### src/common/pgpio_defs.svh
// Purpose: offsets, field widths and reset values of the upper parallel gpio banks
// Assumes: register index times four is the wishbone byte address
// Notes:   definitions only
`ifndef PGPIO_DEFS_SVH
`define PGPIO_DEFS_SVH

`define PGPIO_IDX_EN1     15'h4403
`define PGPIO_IDX_DIR1    15'h4404
`define PGPIO_IDX_DAT1    15'h4405
`define PGPIO_IDX_EN2     15'h4406
`define PGPIO_IDX_DIR2    15'h4407
`define PGPIO_IDX_DAT2    15'h4408

`define PGPIO_IDX_LSB     2
`define PGPIO_IDX_MSB     16
`define PGPIO_B1_W        16
`define PGPIO_B2_W        14
`define PGPIO_EN_RST      16'h0000
`define PGPIO_DIR_RST     16'h0000
`define PGPIO_RSV_RST     2'h0
`define PGPIO_WORD_ZERO   16'h0000

`endif

### src/common/pgpio_pkg.sv
// Purpose: types shared by the upper parallel gpio banks
// Assumes: nothing beyond the defs header
// Notes:   register select is one-hot, one bit per register
package pgpio_pkg;

	typedef logic [15:0] pgpio_word_t;

	typedef logic [5:0] pgpio_hit_t;

	typedef enum logic [1:0] {
		PGPIO_IDLE = 2'b01,
		PGPIO_ACK  = 2'b10
	} pgpio_bus_state_t;

endpackage : pgpio_pkg

### src/pgpio_top.sv
// Purpose: gpio logic for pins 16 to 31 and 32 to 45 (enable, direction, data for each)
// Assumes: pin inputs synchronous to clk_i; wishbone master holds requests until ack
// Notes:   register index is word index; byte address is four times it
// How it works
// - 16-bit data register at 0x4405, bits 15-0 map pins 31-16.
// - input-direction data bits read back the present pin level.
// - output-direction data bits drive the pin low or high as written.
// - data bits reset to the level on their pin.
// - enable register at 0x4406, bits 13-0 for pins 45-32, reset 0.
// - enable 0 floats the pin; enable 1 gives it gpio function.
// - direction register at 0x4407, bits 13-0, reset 0, 1 means output.
// - data register at 0x4408, bits 13-0 for pins 45-32.
// - third-bank bit n selects pin 32 plus n, pins 32 to 45 only.
// - direction bits for pins 16-31 at 0x4404, reset 0.
// - enable bits for pins 16-31 at 0x4403, reset 0, float when clear.
`timescale 1ns/1ps
`include "pgpio_defs.svh"
module pgpio_top
	import pgpio_pkg::*;
(
	input  wire logic        clk_i,
	input  wire logic        rst_i,
	input  wire logic        wb_cyc_i,
	input  wire logic        wb_stb_i,
	input  wire logic        wb_we_i,
	input  wire logic [31:0] wb_adr_i,
	input  wire logic [3:0]  wb_sel_i,
	input  wire logic [31:0] wb_dat_i,
	output logic      [31:0] wb_dat_o,
	output logic             wb_ack_o,
	input  wire logic [15:0] gpio_b1_i,
	output logic      [15:0] gpio_b1_o,
	output logic      [15:0] gpio_b1_oe_o,
	input  wire logic [13:0] gpio_b2_i,
	output logic      [13:0] gpio_b2_o,
	output logic      [13:0] gpio_b2_oe_o
);

	////////////////////////////////////////////////////////////////////////
	// register state

	pgpio_word_t pin_enable_bank1_reg;
	pgpio_word_t pin_direction_bank1_reg;
	pgpio_word_t pin_data_bank1_reg;
	pgpio_word_t pin_enable_bank2_reg;
	pgpio_word_t pin_direction_bank2_reg;
	pgpio_word_t pin_data_bank2_reg;

	pgpio_word_t pin_enable_bank1_next;
	pgpio_word_t pin_direction_bank1_next;
	pgpio_word_t pin_data_bank1_next;
	pgpio_word_t pin_enable_bank2_next;
	pgpio_word_t pin_direction_bank2_next;
	pgpio_word_t pin_data_bank2_next;

	////////////////////////////////////////////////////////////////////////
	// bus side signals

	logic        wr;
	logic [14:0] reg_idx;
	logic        adr_ok;
	pgpio_hit_t  hit;
	pgpio_hit_t  wr_hit;
	pgpio_word_t wdata;
	logic [1:0]  lanes;
	pgpio_word_t rd_word;

	pgpio_word_t data_bank1_view;
	logic [13:0] data_bank2_view;

	////////////////////////////////////////////////////////////////////////
	// helpers

	// merge write data into a register by byte lane
	function automatic pgpio_word_t pgpio_lane_merge(
		input pgpio_word_t old_v,
		input pgpio_word_t new_v,
		input logic [1:0]  sel
	);
		pgpio_word_t r;
		r = old_v;
		if (sel[0]) begin
			r[7:0] = new_v[7:0];
		end
		if (sel[1]) begin
			r[15:8] = new_v[15:8];
		end
		return r;
	endfunction : pgpio_lane_merge

	// one-hot register select from word index
	function automatic pgpio_hit_t pgpio_decode(
		input logic [14:0] idx,
		input logic        ok
	);
		pgpio_hit_t h;
		h    = '0;
		h[0] = ok && (idx == `PGPIO_IDX_EN1);
		h[1] = ok && (idx == `PGPIO_IDX_DIR1);
		h[2] = ok && (idx == `PGPIO_IDX_DAT1);
		h[3] = ok && (idx == `PGPIO_IDX_EN2);
		h[4] = ok && (idx == `PGPIO_IDX_DIR2);
		h[5] = ok && (idx == `PGPIO_IDX_DAT2);
		return h;
	endfunction : pgpio_decode

	// read view of one pin: latch when output, pin level when input
	function automatic logic pgpio_pick(
		input logic dir,
		input logic lat,
		input logic pin
	);
		return dir ? lat : pin;
	endfunction : pgpio_pick

	////////////////////////////////////////////////////////////////////////
	// address decode

	assign reg_idx = wb_adr_i[`PGPIO_IDX_MSB:`PGPIO_IDX_LSB];
	assign adr_ok  = (wb_adr_i[31:`PGPIO_IDX_MSB+1] == 15'h0000) && (wb_adr_i[1:0] == 2'h0);
	assign hit     = pgpio_decode(reg_idx, adr_ok);
	assign wdata   = wb_dat_i[15:0];
	assign lanes   = wb_sel_i[1:0];
	assign wr_hit  = wr ? hit : '0;

	////////////////////////////////////////////////////////////////////////
	// next values, byte-lane merge on a write hit

	always_comb begin
		if (wr_hit[0]) begin
			pin_enable_bank1_next = pgpio_lane_merge(pin_enable_bank1_reg, wdata, lanes);
		end else begin
			pin_enable_bank1_next = pin_enable_bank1_reg;
		end
	end

	always_comb begin
		if (wr_hit[1]) begin
			pin_direction_bank1_next = pgpio_lane_merge(pin_direction_bank1_reg, wdata, lanes);
		end else begin
			pin_direction_bank1_next = pin_direction_bank1_reg;
		end
	end

	always_comb begin
		if (wr_hit[2]) begin
			pin_data_bank1_next = pgpio_lane_merge(pin_data_bank1_reg, wdata, lanes);
		end else begin
			pin_data_bank1_next = pin_data_bank1_reg;
		end
	end

	always_comb begin
		if (wr_hit[3]) begin
			pin_enable_bank2_next = pgpio_lane_merge(pin_enable_bank2_reg, wdata, lanes);
		end else begin
			pin_enable_bank2_next = pin_enable_bank2_reg;
		end
	end

	always_comb begin
		if (wr_hit[4]) begin
			pin_direction_bank2_next = pgpio_lane_merge(pin_direction_bank2_reg, wdata, lanes);
		end else begin
			pin_direction_bank2_next = pin_direction_bank2_reg;
		end
	end

	always_comb begin
		if (wr_hit[5]) begin
			pin_data_bank2_next = pgpio_lane_merge(pin_data_bank2_reg, wdata, lanes);
		end else begin
			pin_data_bank2_next = pin_data_bank2_reg;
		end
	end

	////////////////////////////////////////////////////////////////////////
	// bank 1 enable

	always_ff @(posedge clk_i) begin
		if (rst_i) begin
			pin_enable_bank1_reg <= `PGPIO_EN_RST;
		end else begin
			pin_enable_bank1_reg <= pin_enable_bank1_next;
		end
	end

	////////////////////////////////////////////////////////////////////////
	// bank 1 direction

	always_ff @(posedge clk_i) begin
		if (rst_i) begin
			pin_direction_bank1_reg <= `PGPIO_DIR_RST;
		end else begin
			pin_direction_bank1_reg <= pin_direction_bank1_next;
		end
	end

	////////////////////////////////////////////////////////////////////////
	// bank 1 data latch

	always_ff @(posedge clk_i) begin
		if (rst_i) begin
			pin_data_bank1_reg <= gpio_b1_i;
		end else begin
			pin_data_bank1_reg <= pin_data_bank1_next;
		end
	end

	////////////////////////////////////////////////////////////////////////
	// bank 2 enable

	always_ff @(posedge clk_i) begin
		if (rst_i) begin
			pin_enable_bank2_reg <= `PGPIO_EN_RST;
		end else begin
			pin_enable_bank2_reg <= pin_enable_bank2_next;
		end
	end

	////////////////////////////////////////////////////////////////////////
	// bank 2 direction

	always_ff @(posedge clk_i) begin
		if (rst_i) begin
			pin_direction_bank2_reg <= `PGPIO_DIR_RST;
		end else begin
			pin_direction_bank2_reg <= pin_direction_bank2_next;
		end
	end

	////////////////////////////////////////////////////////////////////////
	// bank 2 data latch

	always_ff @(posedge clk_i) begin
		if (rst_i) begin
			pin_data_bank2_reg <= {`PGPIO_RSV_RST, gpio_b2_i};
		end else begin
			pin_data_bank2_reg <= pin_data_bank2_next;
		end
	end

	////////////////////////////////////////////////////////////////////////
	// data read view per pin

	genvar b;
	generate
		for (b = 0; b < `PGPIO_B1_W; b++) begin : g_view1
			assign data_bank1_view[b] = pgpio_pick(pin_direction_bank1_reg[b], pin_data_bank1_reg[b], gpio_b1_i[b]);
		end
		for (b = 0; b < `PGPIO_B2_W; b++) begin : g_view2
			// bit n is pin 32 plus n
			assign data_bank2_view[b] = pgpio_pick(pin_direction_bank2_reg[b], pin_data_bank2_reg[b], gpio_b2_i[b]);
		end
	endgenerate

	////////////////////////////////////////////////////////////////////////
	// read mux

	always_comb begin
		rd_word = `PGPIO_WORD_ZERO;
		unique case (1'b1)
			hit[0]: begin
				rd_word = pin_enable_bank1_reg;
			end
			hit[1]: begin
				rd_word = pin_direction_bank1_reg;
			end
			hit[2]: begin
				rd_word = data_bank1_view;
			end
			hit[3]: begin
				rd_word = pin_enable_bank2_reg;
			end
			hit[4]: begin
				rd_word = pin_direction_bank2_reg;
			end
			hit[5]: begin
				rd_word = {pin_data_bank2_reg[15:14], data_bank2_view};
			end
			default: begin
				rd_word = `PGPIO_WORD_ZERO;
			end
		endcase
	end

	////////////////////////////////////////////////////////////////////////
	// bus front end

	pgpio_wb_slave u_bus (
		.clk_i     (clk_i),
		.rst_i     (rst_i),
		.wb_cyc_i  (wb_cyc_i),
		.wb_stb_i  (wb_stb_i),
		.wb_we_i   (wb_we_i),
		.rd_word_i (rd_word),
		.wb_dat_o  (wb_dat_o),
		.wb_ack_o  (wb_ack_o),
		.wr_o      (wr)
	);

	////////////////////////////////////////////////////////////////////////
	// pin drivers

	pgpio_pin_bank #(
		.W (`PGPIO_B1_W)
	) u_pins1 (
		.clk_i    (clk_i),
		.rst_i    (rst_i),
		.en_i     (pin_enable_bank1_reg),
		.dir_i    (pin_direction_bank1_reg),
		.dat_i    (pin_data_bank1_reg),
		.pin_o    (gpio_b1_o),
		.pin_oe_o (gpio_b1_oe_o)
	);

	// bank 2 pins 32 to 45
	pgpio_pin_bank #(
		.W (`PGPIO_B2_W)
	) u_pins2 (
		.clk_i    (clk_i),
		.rst_i    (rst_i),
		.en_i     (pin_enable_bank2_reg[13:0]),
		.dir_i    (pin_direction_bank2_reg[13:0]),
		.dat_i    (pin_data_bank2_reg[13:0]),
		.pin_o    (gpio_b2_o),
		.pin_oe_o (gpio_b2_oe_o)
	);

endmodule : pgpio_top

### src/pgpio_pin_bank.sv
// Purpose: registered pin drivers for one bank of gpio pins
// Assumes: en, dir and data come from the register file
// Notes:   output enable high while the pin is driven
`timescale 1ns/1ps
module pgpio_pin_bank #(
	parameter int W = 16
) (
	input  wire logic         clk_i,
	input  wire logic         rst_i,
	input  wire logic [W-1:0] en_i,
	input  wire logic [W-1:0] dir_i,
	input  wire logic [W-1:0] dat_i,
	output logic      [W-1:0] pin_o,
	output logic      [W-1:0] pin_oe_o
);

	////////////////////////////////////////////////////////////////////////
	genvar g;
	generate
		for (g = 0; g < W; g++) begin : g_pin
			always_ff @(posedge clk_i) begin
				if (rst_i) begin
					pin_oe_o[g] <= 1'b0;
				end else begin
					pin_oe_o[g] <= en_i[g] & dir_i[g];
				end
			end
			always_ff @(posedge clk_i) begin
				if (rst_i) begin
					pin_o[g] <= 1'b0;
				end else begin
					pin_o[g] <= dat_i[g];
				end
			end
		end
	endgenerate

endmodule : pgpio_pin_bank

### src/pgpio_wb_slave.sv
// Purpose: classic wishbone slave front end, one wait state per access
// Assumes: master holds the request until it sees ack
// Notes:   write strobe is asserted in the ack cycle only
`timescale 1ns/1ps
module pgpio_wb_slave
	import pgpio_pkg::*;
(
	input  wire logic        clk_i,
	input  wire logic        rst_i,
	input  wire logic        wb_cyc_i,
	input  wire logic        wb_stb_i,
	input  wire logic        wb_we_i,
	input  wire pgpio_word_t rd_word_i,
	output logic      [31:0] wb_dat_o,
	output logic             wb_ack_o,
	output logic             wr_o
);

	pgpio_bus_state_t state_reg;
	logic             req;

	assign req  = wb_cyc_i & wb_stb_i;
	assign wr_o = (state_reg == PGPIO_ACK) & req & wb_we_i;

	////////////////////////////////////////////////////////////////////////
	always_ff @(posedge clk_i) begin
		if (rst_i) begin
			state_reg <= PGPIO_IDLE;
			wb_ack_o  <= 1'b0;
		end else begin
			unique case (state_reg)
				PGPIO_IDLE: begin
					state_reg <= req ? PGPIO_ACK : PGPIO_IDLE;
					wb_ack_o  <= req;
				end
				PGPIO_ACK: begin
					state_reg <= PGPIO_IDLE;
					wb_ack_o  <= 1'b0;
				end
				default: begin
					state_reg <= PGPIO_IDLE;
					wb_ack_o  <= 1'b0;
				end
			endcase
		end
	end

	// read data captured with the request, zero above bit 15
	always_ff @(posedge clk_i) begin
		if (rst_i) begin
			wb_dat_o <= 32'h0000_0000;
		end else if (state_reg == PGPIO_IDLE && req) begin
			wb_dat_o <= {16'h0000, rd_word_i};
		end
	end

endmodule : pgpio_wb_slave

### config.mk
export PLATFORM = sky130hd
export DESIGN_NAME = pgpio_top
export DESIGN_NICKNAME = d
export VERILOG_FILES = /design/src/common/pgpio_pkg.sv /design/src/pgpio_top.sv /design/src/pgpio_pin_bank.sv /design/src/pgpio_wb_slave.sv
export VERILOG_INCLUDE_DIRS = /design/src /design/src/common
export SDC_FILE = /design/constraint.sdc
export NUM_CORES = 1
export LEC_CHECK = 0
export BUFFER_PORTS_ARGS = -buffer_cell sky130_fd_sc_hd__buf_2
export CORE_ASPECT_RATIO = 2
export CORE_MARGIN = 3
export CORE_UTILIZATION = 52
export DETAILED_ROUTE_END_ITERATION = 7
export HOLD_SLACK_MARGIN = 0.06
export PLACE_DENSITY_LB_ADDON = 0.3
export REMOVE_ABC_BUFFERS = 1
export SYNTH_ARGS = -nofsm -noshare
export SYNTH_HDL_FRONTEND = slang
export SYNTH_SLANG_ARGS = --single-unit
### constraint.sdc
create_clock -name clk_i -period 2.8 [get_ports clk_i]
set_clock_uncertainty 0.05 [all_clocks]
set_input_delay 0.42 -clock clk_i [delete_from_list [all_inputs] [get_ports clk_i]]
set_output_delay 0.42 -clock clk_i [all_outputs]
set_load 0.01 [all_outputs]
After elaboration in Yosys (flattened, before gate mapping). Cells that the tools add are included. W data, S select, Z words.

Equal/unequal tests: 8. Reductions and logical operators: 28. Bitwise logic cells: 34. Mux-type cells: 40.

Operators with widths (count): $pmux W16 S6 (1); $eq A15 B15 Y1 const B (6); $and A1 B1 Y1 (33); $mux W16 (2); $mux W1 (30); $mux W14 (2); $reduce_and A2 Y1 (13); $mux W8 (2); $logic_not A15 Y1 (1); $mux W6 (2); $logic_and A1 B1 Y1 (8); $reduce_bool A2 Y1 (4); $eq A2 B1 Y1 const B (1); $eq A2 B2 Y1 const B (1); $logic_not A2 Y1 (1); $mux W2 (1); $reduce_or A2 Y1 (1); $not A1 Y1 (1).

Output and inout port bits: 93. Input bits: 103. Logic and storage cells: 186. Flip-flop bits (word level): 175.

Longest topological paths before layout. Gate-level depths: netlist (run 1).

Word-level depth: 6. Mapped depth: 6. Depth with buffers taken out: 4.

Hierarchy. From an unflattened synthesis (run 1), not the netlist that was laid out.

Cell total of the unflattened synthesis: 711. Area total of the unflattened synthesis: 7757.4 um^2.

By module, submodules not included: pgpio_top (area each 5137.4 um^2, cells an instance 493, seq. area each 2222.1 um^2, times used 1); pgpio_wb_slave (area each 919.6 um^2, cells an instance 93, seq. area each 360.3 um^2, times used 1); pgpio_pin_bank at u_pins1 (area each 913.4 um^2, cells an instance 67, seq. area each 640.6 um^2, times used 1); pgpio_pin_bank at u_pins2 (area each 787.0 um^2, cells an instance 58, seq. area each 560.5 um^2, times used 1).

Worst setup path before layout (run 1). OpenSTA, ideal clock, no wires.

Path kind: input to register. Start point: input wb_adr_i[7]. End point: register pin_data_bank2_reg[0], enable pin. Data required time: 2375 ps. Stages: 5. Slack: 691 ps. Arrival time: 1685 ps. Cells stage by stage: nor4b_1 > and4_1 > buf_4 > nand4_1 > o21bai_1.

Word-level cells in the longest chain between the ends: 5.

RTL lines: from (decl) (RTL line pgpio_top.sv:26) `input wire logic [31:0] wb_adr_i,`; $eq A15 B15 Y1 (no source line); $logic_and A1 B1 Y1 (RTL line pgpio_top.sv:103) `` h[5] = ok && (idx == `PGPIO_IDX_DAT2); ``; $mux W6 (RTL line pgpio_top.sv:124) `assign wr_hit = wr ? hit : '0;`; $reduce_bool A2 Y1 (no source line); $reduce_and A2 Y1 (no source line); to (signal assigned) (RTL line pgpio_top.sv:237) `` pin_data_bank2_reg <= {`PGPIO_RSV_RST, gpio_b2_i}; ``; to (signal assigned) (RTL line pgpio_top.sv:239) `pin_data_bank2_reg <= pin_data_bank2_next;`; to (decl) (RTL line pgpio_top.sv:47) `pgpio_word_t pin_data_bank2_reg;`.

Every way passes these cells. A chain may end at the register's enable or synchronous reset.

Final worst setup path (run 1).
Start point: input wb_adr_i[7]. End point: register pin_enable_bank1_reg[1].

Word-level cells in the longest chain between the ends: 4.

RTL lines: $eq A15 B15 Y1 (no source line); $logic_and A1 B1 Y1 (RTL line pgpio_top.sv:98) `` h[0] = ok && (idx == `PGPIO_IDX_EN1); ``; $mux W6 (RTL line pgpio_top.sv:124); $reduce_and A2 Y1 (no source line); to (signal assigned) (RTL line pgpio_top.sv:182) `` pin_enable_bank1_reg <= `PGPIO_EN_RST; ``; to (signal assigned) (RTL line pgpio_top.sv:184) `pin_enable_bank1_reg <= pin_enable_bank1_next;`; to (decl) (RTL line pgpio_top.sv:42) `pgpio_word_t pin_enable_bank1_reg;`.

Every way passes these cells.

==> results of run 1 <==
-- cells in the final DEF, fill, tap and decap left out, types with 5 or more instances in the layout --
cell / count
nand2b_1: 86
o21ai_0: 6
a211oi_1: 15
o21ai_1: 9
nand2_1: 81
o22ai_1: 13
a21oi_1: 16
nor4_1: 5
inv_1: 48
edfxtp_1: 30
buf_2: 160
clkbuf_16: 20
buf_4: 27
nor2_1: 48
mux2i_1: 94
nand4_2: 5
dfxtp_1: 144
a311oi_1: 15
conb_1: 16
nor2b_1: 15
-- worst paths after layout --
check,start,to
min reg2reg,u_bus.wb_dat_o[10],u_bus.wb_dat_o[10]
max reg2reg,u_bus.state_reg[1],pin_data_bank2_reg[13]
max,wb_adr_i[7],pin_enable_bank1_reg[1]
min,gpio_b2_i[4],pin_data_bank2_reg[4]
-- worst max-delay path, stage by stage --
cell and delay [ns]:
buf_2 0.09, nor4b_1 0.30, and4_1 0.54, buf_4 0.23, nand4_2 0.36, mux2i_1 0.28
-- layer usage --
layer  up-vias  wire, um
li1       2764         -
met1      2656      6870
met2       162      9490
met3        31       779
met4         2       494
met5         -        13
-- through the flow --
step | instance area, um^2 | utilization, % | hold slack, ns
after floorplan | 6980 | - | 0.372
after global routing | 8800 | 65.1 | 0.229
final | 8800 | 65.1 | 0.235
after detailed placement | 8210 | 60.7 | 0.391
after CTS | 8800 | 65.1 | 0.223
after global placement | 8210 | 60.7 | 0.381
-- cell usage after synthesis (13+ instances only) --
master and instances:
a211oi_1 15, a21oi_1 16, a311oi_1 15, buf_4 19
clkbuf_1 24, dfxtp_1 144, edfxtp_1 30, inv_1 48
mux2i_1 94, nand2_1 81, nand2b_1 86, nor2_1 48
nor2b_1 16, o22ai_1 13
-- power groups by stage --
| stage | logic [uW] | registers, uW | clock network (uW) |
|---|---|---|---|
| after global routing | 409 | 2650 | 2470 |
| after detailed placement | 369 | 2700 | 0 |
| after CTS | 371 | 2650 | 2350 |
| final | 369 | 2640 | 2320 |
| after floorplan | 145 | 2710 | 0 |
| after global placement | 365 | 2700 | 0 |
-- logic make-up (layout without fill, tap and decap cells) --
kind of cell	Yosys count	count (layout)	synth area share, %
AND/OR/NAND/NOR	270	270	20.2
AO/OA/AOI/OAI	84	84	7.73
multiplexers	94	94	13.0
buffers and inverters	100	268	6.50
other	1	16	0.0520
flip-flops	174	174	52.4
-- final cells by class --
| class | instances | area (um^2) | share of cell area [%] |
|---|---|---|---|
| Timing Repair Buffer | 188 | 1020 | 11.6 |
| Multi-Input combinational cell | 464 | 3030 | 34.4 |
| Sequential cell | 174 | 3780 | 43.0 |
| Clock buffer | 23 | 522 | 5.93 |
| Tap cell | 155 | 194 | 2.20 |
| Clock inverter | 9 | 67.6 | 0.768 |
| Inverter | 48 | 180 | 2.05 |
==> results.txt, run 1 <==
Port Buffers: 161
WS Path Type: in2reg
CTS sink count: 174
DRT Pass-1 Iters: 5
Max VDD drop: 0.436 mV
Sw Share: 23.0%
R2R depth: 5
Top Usage Layer GRT: met2
Slew HR: 56.0%
ys async rst share: 0%
first-pass GRT wire length: 27,600 um
# resized after CTS: 0
Initial Util: 53.4%
DR vias/cell: 5.29
Post-DP HPWL: 12,600 um
grt met3 use: 4.58%
Syn Std Cell Area: 7220 um^2
post-synthesis sequential area ratio: 52.4%
Hold Path Class: in2reg
cts hold-fix bufs: 0
Total GRT Usage: 23.4%
post-synth cell types: 44
Sequential Power Share: 49.6%
H-tree Lvls: 4
Worst-Skew Late Latency: 0.41 ns
ANT cells: 0
pin slew with the least headroom to its limit: 0.659 ns
fill count: 1,155
area grow syn2layout: 21.9%
r2r setup slk: 1.15 ns
initial antenna violation count: 1
Fin Setup TNS: 0 ns
post-synth top area share: 40.0%
GPL Wtd Cong: 0.785
Max Root-Sink Buffers: 2
Achievable Freq: 0.514 GHz
Slew Viols, Final: 0
YS warnings: 0
die width: 89.3 um
#FFs+latches synth: 174
routed wire length: 17,600 um
pwr dens: 606 nW/um^2
WL/cell: 16.6 um
Int Power: 4110 uW
Main synth FF type: dfxtp_1
largest net degree at the start of global routing: 50
EDFF count, synth: 30
TritonCTS clock tree: done
row count: 60
met2 Use GR: 41.9%
most area-consuming cells after synthesis: dfxtp_1 (40%), mux2i_1 (13%), edfxtp_1 (12%)
critical path required time: 3.09 ns
clock power share: 43.5%
Critical Path Fanout Max: 8
M1 GR Usage: 26.1%
Power Total: 5330 uW
Hold Path Depth: 3
Congestion Overflow GR: 0
final period utilization: 69.5%
status: complete, no violations
critical path launch point type: input port
layout cell share with drive strength beyond 1: 25.4%
Fin. Hold Viols: 0
RSZ-0062 raised after global routing: no
# DRC: 0
Mapped Cells: 723
die height: 173 um
TritonCTS Buffers: 17
vias in the first global route: 5,633
setup slack at placement: 0.401 ns
Initial DRC Count: 190
Final WS setup: 0.855 ns
Setup-failing EPs final: 0
switching power: 1230 uW
dpl cells: 1,029
cell taking the most area after synthesis: dfxtp_1
Critical Path Sink Type: flop
Comb pwr share: 6.9%
vias: 5,615
core area: 13,500 um^2
crit path DAT: 2.23 ns
Root Buffer: clkbuf_16
post-route antenna net violation count: 0
die area: 15,400 um^2
max_cap viols: 0
nets: 996
final worst path period need: 1.95 ns
filler-free cell count of the finished design: 1,061
mean post-synth cell area: 9.98 um^2
Reg clk slew, reported paths: 0.07 ns
# IOs: 196
# Post-CTS Setup Buffers: 0
leakage power: 0.00412 uW
No activity file was read; power rests on OpenSTA's default activity.
==> run 2, diff against run 1 <==
--- a/config.mk
+++ b/config.mk
@@ -6,10 +6,11 @@
 export SDC_FILE = /design/constraint.sdc
 export NUM_CORES = 1
 export LEC_CHECK = 0
+export ABC_AREA = 1
 export BUFFER_PORTS_ARGS = -buffer_cell sky130_fd_sc_hd__buf_2
 export CORE_ASPECT_RATIO = 2
 export CORE_MARGIN = 3
-export CORE_UTILIZATION = 52
+export CORE_UTILIZATION = 54
 export DETAILED_ROUTE_END_ITERATION = 7
 export HOLD_SLACK_MARGIN = 0.06
 export PLACE_DENSITY_LB_ADDON = 0.3
==> constraint.sdc (replaced) <==
create_clock -name clk_i -period 1.9 [get_ports clk_i]
set_clock_uncertainty 0.05 [all_clocks]
set_input_delay 0.285 -clock clk_i [delete_from_list [all_inputs] [get_ports clk_i]]
set_output_delay 0.285 -clock clk_i [all_outputs]
set_load 0.01 [all_outputs]
==> results.txt, run 2 <==
status: complete, no violations
Slew Viols, Final: 0
hold path startpoint: wb_dat_i[14]
vias: 7,905
final worst path period need: 1.58 ns
critical path required time: 1.98 ns
largest net degree at the start of global routing: 68
Fin Setup TNS: 0 ns
commonest non-fill, non-tap cell in the layout: nand2_1
register area: 3780 um^2
H-tree Lvls: 4
post-synth top area share: 34.6%
most area-consuming cells after synthesis: dfxtp_1 (35%), nand2_1 (14%), edfxtp_1 (11%)
routed wire length: 24,000 um
Power Total: 7960 uW
top cells by count, synth: nand2_1 (308), inv_1 (219), dfxtp_1 (144)
#FFs+latches synth: 174
Setup-failing EPs final: 0
Post-DP HPWL: 17,300 um
WL/cell: 15.3 um
initial antenna violation count: 0
Root Buffer: clkbuf_16
post-synth cell types: 35
Max VDD drop: 0.563 mV
most numerous cell in the Yosys netlist: nand2_1
most frequent cells in the layout: nand2_1 (308), inv_1 (219), buf_2 (161), dfxtp_1 (144), nor2_1 (140)
fill count: 1,349
mean post-synth cell area: 7.12 um^2
worst hold endpoint: pin_data_bank2_reg[14]
Reg2Reg Capture Point: pin_data_bank1_reg[6]
post-route antenna net violation count: 0
max_cap viols: 0
pwr dens: 778 nW/um^2
die width: 93.9 um
Hold Path Depth: 3
nets: 1,464
critical path launch point type: input port
# Post-CTS Setup Buffers: 0
TritonCTS Buffers: 17
Sw Share: 26.3%
final period utilization: 83.3%
die area: 17,100 um^2
Worst-Skew Late Latency: 0.43 ns
crit-path cells: buf_2, or2_1, nor2_1, nand2_2, nor2_8, nand2_1, o31ai_1, buf_4
YS warnings: 0
EDFF count, synth: 30
leakage power: 0.00524 uW
crit path DAT: 1.66 ns
Mapped Cells: 1,170
layout cell share with drive strength beyond 1: 20.9%
Total GRT Usage: 29.0%
Initial Util: 55.7%
Port Buffers: 161
DRT Pass-1 Iters: 5
ANT cells: 0
# DRC: 0
Syn Std Cell Area: 8340 um^2
area grow syn2layout: 22.8%
die height: 182 um
# IOs: 196
TritonCTS clock tree: done
GPL Wtd Cong: 0.921
first-pass GRT wire length: 37,900 um
Achievable Freq: 0.631 GHz
Reg clk slew, reported paths: 0.07 ns
WS Path Type: in2reg
Int Power: 5870 uW
max incr delay on CP: 0.27 ns
RSZ-0062 raised after global routing: no
R2R depth: 6
Fin. Hold Viols: 0
cell taking the most area after synthesis: dfxtp_1
Slowest cell on crit path: buf_4
# resized after CTS: 0
CTS sink count: 174
post-synthesis sequential area ratio: 45.4%
core area: 15,000 um^2
ys async rst share: 0%
Critical Path Fanout Max: 9
multi-input logic area: 3410 um^2
DR vias/cell: 5.04
cts hold-fix bufs: 0
clock power share: 42.7%
worst r2r src: u_bus.state_reg[0]
Comb pwr share: 7.8%
Final Util: 68.3%
Main synth FF type: dfxtp_1
vias in the first global route: 7,710
Initial DRC Count: 479
Critical Path Sink Type: flop
switching power: 2090 uW
r2r setup slk: 0.33 ns
row count: 63
Hold Path Class: in2reg
Sequential Power Share: 49.5%
Max Root-Sink Buffers: 2
Congestion Overflow GR: 0
==> run 2: cell families (layout without fill, tap and decap cells) <==
kind of cell / Yosys count / in the layout / share of synthesized area (%)
AO/OA/AOI/OAI: 97 / 97 / 5.85
buffers and inverters: 282 / 471 / 14.4
AND/OR/NAND/NOR: 616 / 616 / 34.3
flip-flops: 174 / 174 / 45.4
other: 1 / 16 / 0.0450
==> run 2: worst max-delay path by stage <==
stage / startpoint / endpoint / slack (ns)
floorplan: wb_adr_i[24] / pin_data_bank2_reg[0] / -0.83
global placement: wb_adr_i[24] / pin_data_bank2_reg[6] / -0.13
detailed placement: wb_adr_i[24] / pin_data_bank2_reg[4] / -0.13
CTS: wb_adr_i[24] / pin_data_bank2_reg[3] / 0.32
global route: wb_adr_i[24] / pin_enable_bank2_reg[2] / 0.19
finish: wb_adr_i[24] / pin_data_bank2_reg[6] / 0.32
==> run 2: power groups by stage <==
stage	registers, uW	clock network (uW)	logic [uW]
5_1_grt	3950	3600	689
4_1_cts	3940	3430	623
3_3_place_gp	4020	0	608
6_report	3940	3400	620
3_5_place_dp	4030	0	618
2_1_floorplan	4050	0	254
==> run 2: area by class of cell <==
type / count / area share, %
flip-flops and latches: 174 / 37.0
multi-input cells: 729 / 33.3
repair buffers: 213 / 13.4
inverters: 226 / 8.37
clock buffers: 17 / 4.16
well taps: 195 / 2.38
clock inverters: 15 / 1.44
==> run 2: metrics by stage <==
step	instances	hold WS, ns	cell area, um^2	worst slack (ns)
3_3_place_gp	1537	0.397	9660	-0.129
5_1_grt	1569	0.0926	10200	0.189
3_5_place_dp	1537	0.396	9660	-0.130
2_1_floorplan	1129	0.304	8050	-0.826
6_report	1569	0.0730	10200	0.316
4_1_cts	1569	0.0617	10200	0.321
==> run 2: routing by layer <==
layer	vias to the layer above	global-route usage (%)	part of all wire [%]
met3	88	4.15	6.7
met5	-	0	0
met4	0	20.8	7.6
met2	368	52.3	52
li1	3909	-	-
met1	3540	29.5	33
==> run 2: critical path, delay by kind of cell <==
kind	cells	cell delay, ns
and+or+nand+nor	5	0.80
buffers and inverters	2	0.36
AOI/OAI and AO/OA	1	0.20
==> run 3, diff against run 2 <==
--- a/config.mk
+++ b/config.mk
@@ -10,7 +10,7 @@
 export BUFFER_PORTS_ARGS = -buffer_cell sky130_fd_sc_hd__buf_2
 export CORE_ASPECT_RATIO = 2
 export CORE_MARGIN = 3
-export CORE_UTILIZATION = 54
+export CORE_UTILIZATION = 49
 export DETAILED_ROUTE_END_ITERATION = 7
 export HOLD_SLACK_MARGIN = 0.06
 export PLACE_DENSITY_LB_ADDON = 0.3
==> constraint.sdc (replaced) <==
create_clock -name clk_i -period 1.43 [get_ports clk_i]
set_clock_uncertainty 0.05 [all_clocks]
set_input_delay 0.2145 -clock clk_i [delete_from_list [all_inputs] [get_ports clk_i]]
set_output_delay 0.2145 -clock clk_i [all_outputs]
set_load 0.01 [all_outputs]
==> results.txt, run 3 (synthesis results as in run 2) <==
Achievable Freq: 0.683 GHz
filler-free cell count of the finished design: 1,605
routed wire length: 25,200 um
TritonCTS Buffers: 17
Hold Path Class: in2reg
Initial Util: 50.5%
# IOs: 196
most frequent cells in the layout: nand2_1 (282), inv_1 (215), buf_2 (156), dfxtp_1 (143), nor2_1 (124)
setup slack at placement: -0.421 ns
commonest non-fill, non-tap cell in the layout: nand2_1
initial antenna violation count: 0
dpl cells: 1,554
wire length on met3: 1560 um
critical path launch point type: input port
Reg2Reg Capture Point: pin_data_bank1_reg[4]
WL/cell: 15.7 um
status: finished with violations
worst r2r src: u_bus.state_reg[0]
Port Buffers: 161
TritonCTS clock tree: done
die width: 98.2 um
H-tree Lvls: 4
die height: 190 um
r2r setup slk: -0.03 ns
largest net degree at the start of global routing: 68
Reg clk slew, reported paths: 0.08 ns
DR WL met2: 13,400 um
Final WS setup: -0.0332 ns
failing checks: setup timing
pin slew with the least headroom to its limit: 0.505 ns
max_cap viols: 0
die area: 18,700 um^2
vias in the first global route: 7,984
Hold Path Depth: 3
Critical Path Fanout Max: 8
R2R depth: 6
post-route antenna net violation count: 0
top sig layer: met4
Root Buffer: clkbuf_16
final worst path period need: 1.46 ns
Fin Setup TNS: -0.532 ns
Initial DRC Count: 349
worst hold endpoint: pin_data_bank2_reg[10]
pwr dens: 982 nW/um^2
Max Root-Sink Buffers: 2
Post-DP HPWL: 17,300 um
fill count: 1,475
CTS sink count: 174
nets: 1,491
Slew Viols, Final: 0
Congestion Overflow GR: 0
layout cell share with drive strength beyond 1: 25.4%
area grow syn2layout: 30.4%
core area: 16,500 um^2
first-pass GRT wire length: 38,500 um
Power Total: 10,700 uW
row count: 66
Setup-failing EPs final: 30
leakage power: 0.00542 uW
final period utilization: 102%
vias: 8,077
critical path required time: 1.70 ns
Max VDD drop: 0.700 mV
hold path startpoint: wb_dat_i[10]
DRT met1 WL: 8430 um
Fin. Hold Viols: 0
WS Path Type: in2reg
crit path DAT: 1.74 ns
Critical Path Sink Type: flop
# DRC: 0
DR vias/cell: 5.03
ANT cells: 0
RSZ-0062 raised after global routing: yes
GPL Wtd Cong: 0.855
Slew HR: 66.1%
Total GRT Usage: 26.3%
Worst-Skew Late Latency: 0.44 ns
DRT Pass-1 Iters: 6
==> run 3: per-layer routing <==
metal / GRT usage, % / vias to the layer above
met1: 26.7 / 3681
li1: - / 3971
met4: 17.7 / 0
met5: 0 / -
met2: 48.7 / 341
met3: 3.99 / 84
==> run 3: layout make-up <==
class                   instances  area [um^2]  area share [%]
well taps                     204          255            2.35
inverters                     226          860            7.91
flip-flops and latches        174         3780            34.8
multi-input cells             729         3620            33.3
clock inverters                15          146            1.35
repair buffers                240         1780            16.4
clock buffers                  17          425            3.91
==> run 3: how the worst max path moves through the flow <==
stage | from | endpoint | cells after the start
after global routing | wb_adr_i[24] | pin_direction_bank2_reg[15] | 13
final | wb_adr_i[24] | pin_enable_bank2_reg[1] | 13
after detailed placement | wb_adr_i[24] | pin_direction_bank2_reg[6] | 12
after CTS | u_bus.state_reg[0] | pin_data_bank1_reg[4] | 6
after global placement | wb_adr_i[24] | pin_direction_bank2_reg[6] | 12
after floorplan | wb_adr_i[24] | pin_data_bank2_reg[0] | 6
==> run 3: timing repair <==
action	in CTS	in global routing
endpoints found under the setup margin	88	109
resized for setup	7	98
endpoints found under the hold margin	14	0
hold buffers	10	0
pin swaps	3	26
cloned	0	2
buffers inserted	0	7
==> run 3: critical path, stage by stage <==
cell	delay (ns)
buf_6	0.09
or2_1	0.23
nor2_2	0.09
nand2_2	0.09
nor2_8	0.15
buf_6	0.15
buf_6	0.12
nand2_8	0.06
nor3_4	0.23
buf_12	0.17
nand2_1	0.06
nand2_1	0.05
nor2_1	0.04
==> run 3: report_power, final <==
part / internal, uW / total [uW] / leakage (uW) / switching, uW
sequential: 5170 / 5240 / 0.00146 / 78.1
combinational: 373 / 934 / 0.00368 / 562
clock: 2320 / 4500 / 0.000284 / 2180
total: 7860 / 10700 / 0.00542 / 2820
==> run 3: stage by stage <==
| step | cell area, um^2 | hold slack (ns) | util (%) |
|---|---|---|---|
| floorplan | 8050 | 0.234 | - |
| global placement | 9750 | 0.390 | 59.0 |
| detailed placement | 9750 | 0.394 | 59.0 |
| CTS | 10400 | 0.0607 | 63.2 |
| global route | 10900 | 0.0775 | 65.8 |
| finish | 10900 | 0.0610 | 65.8 |
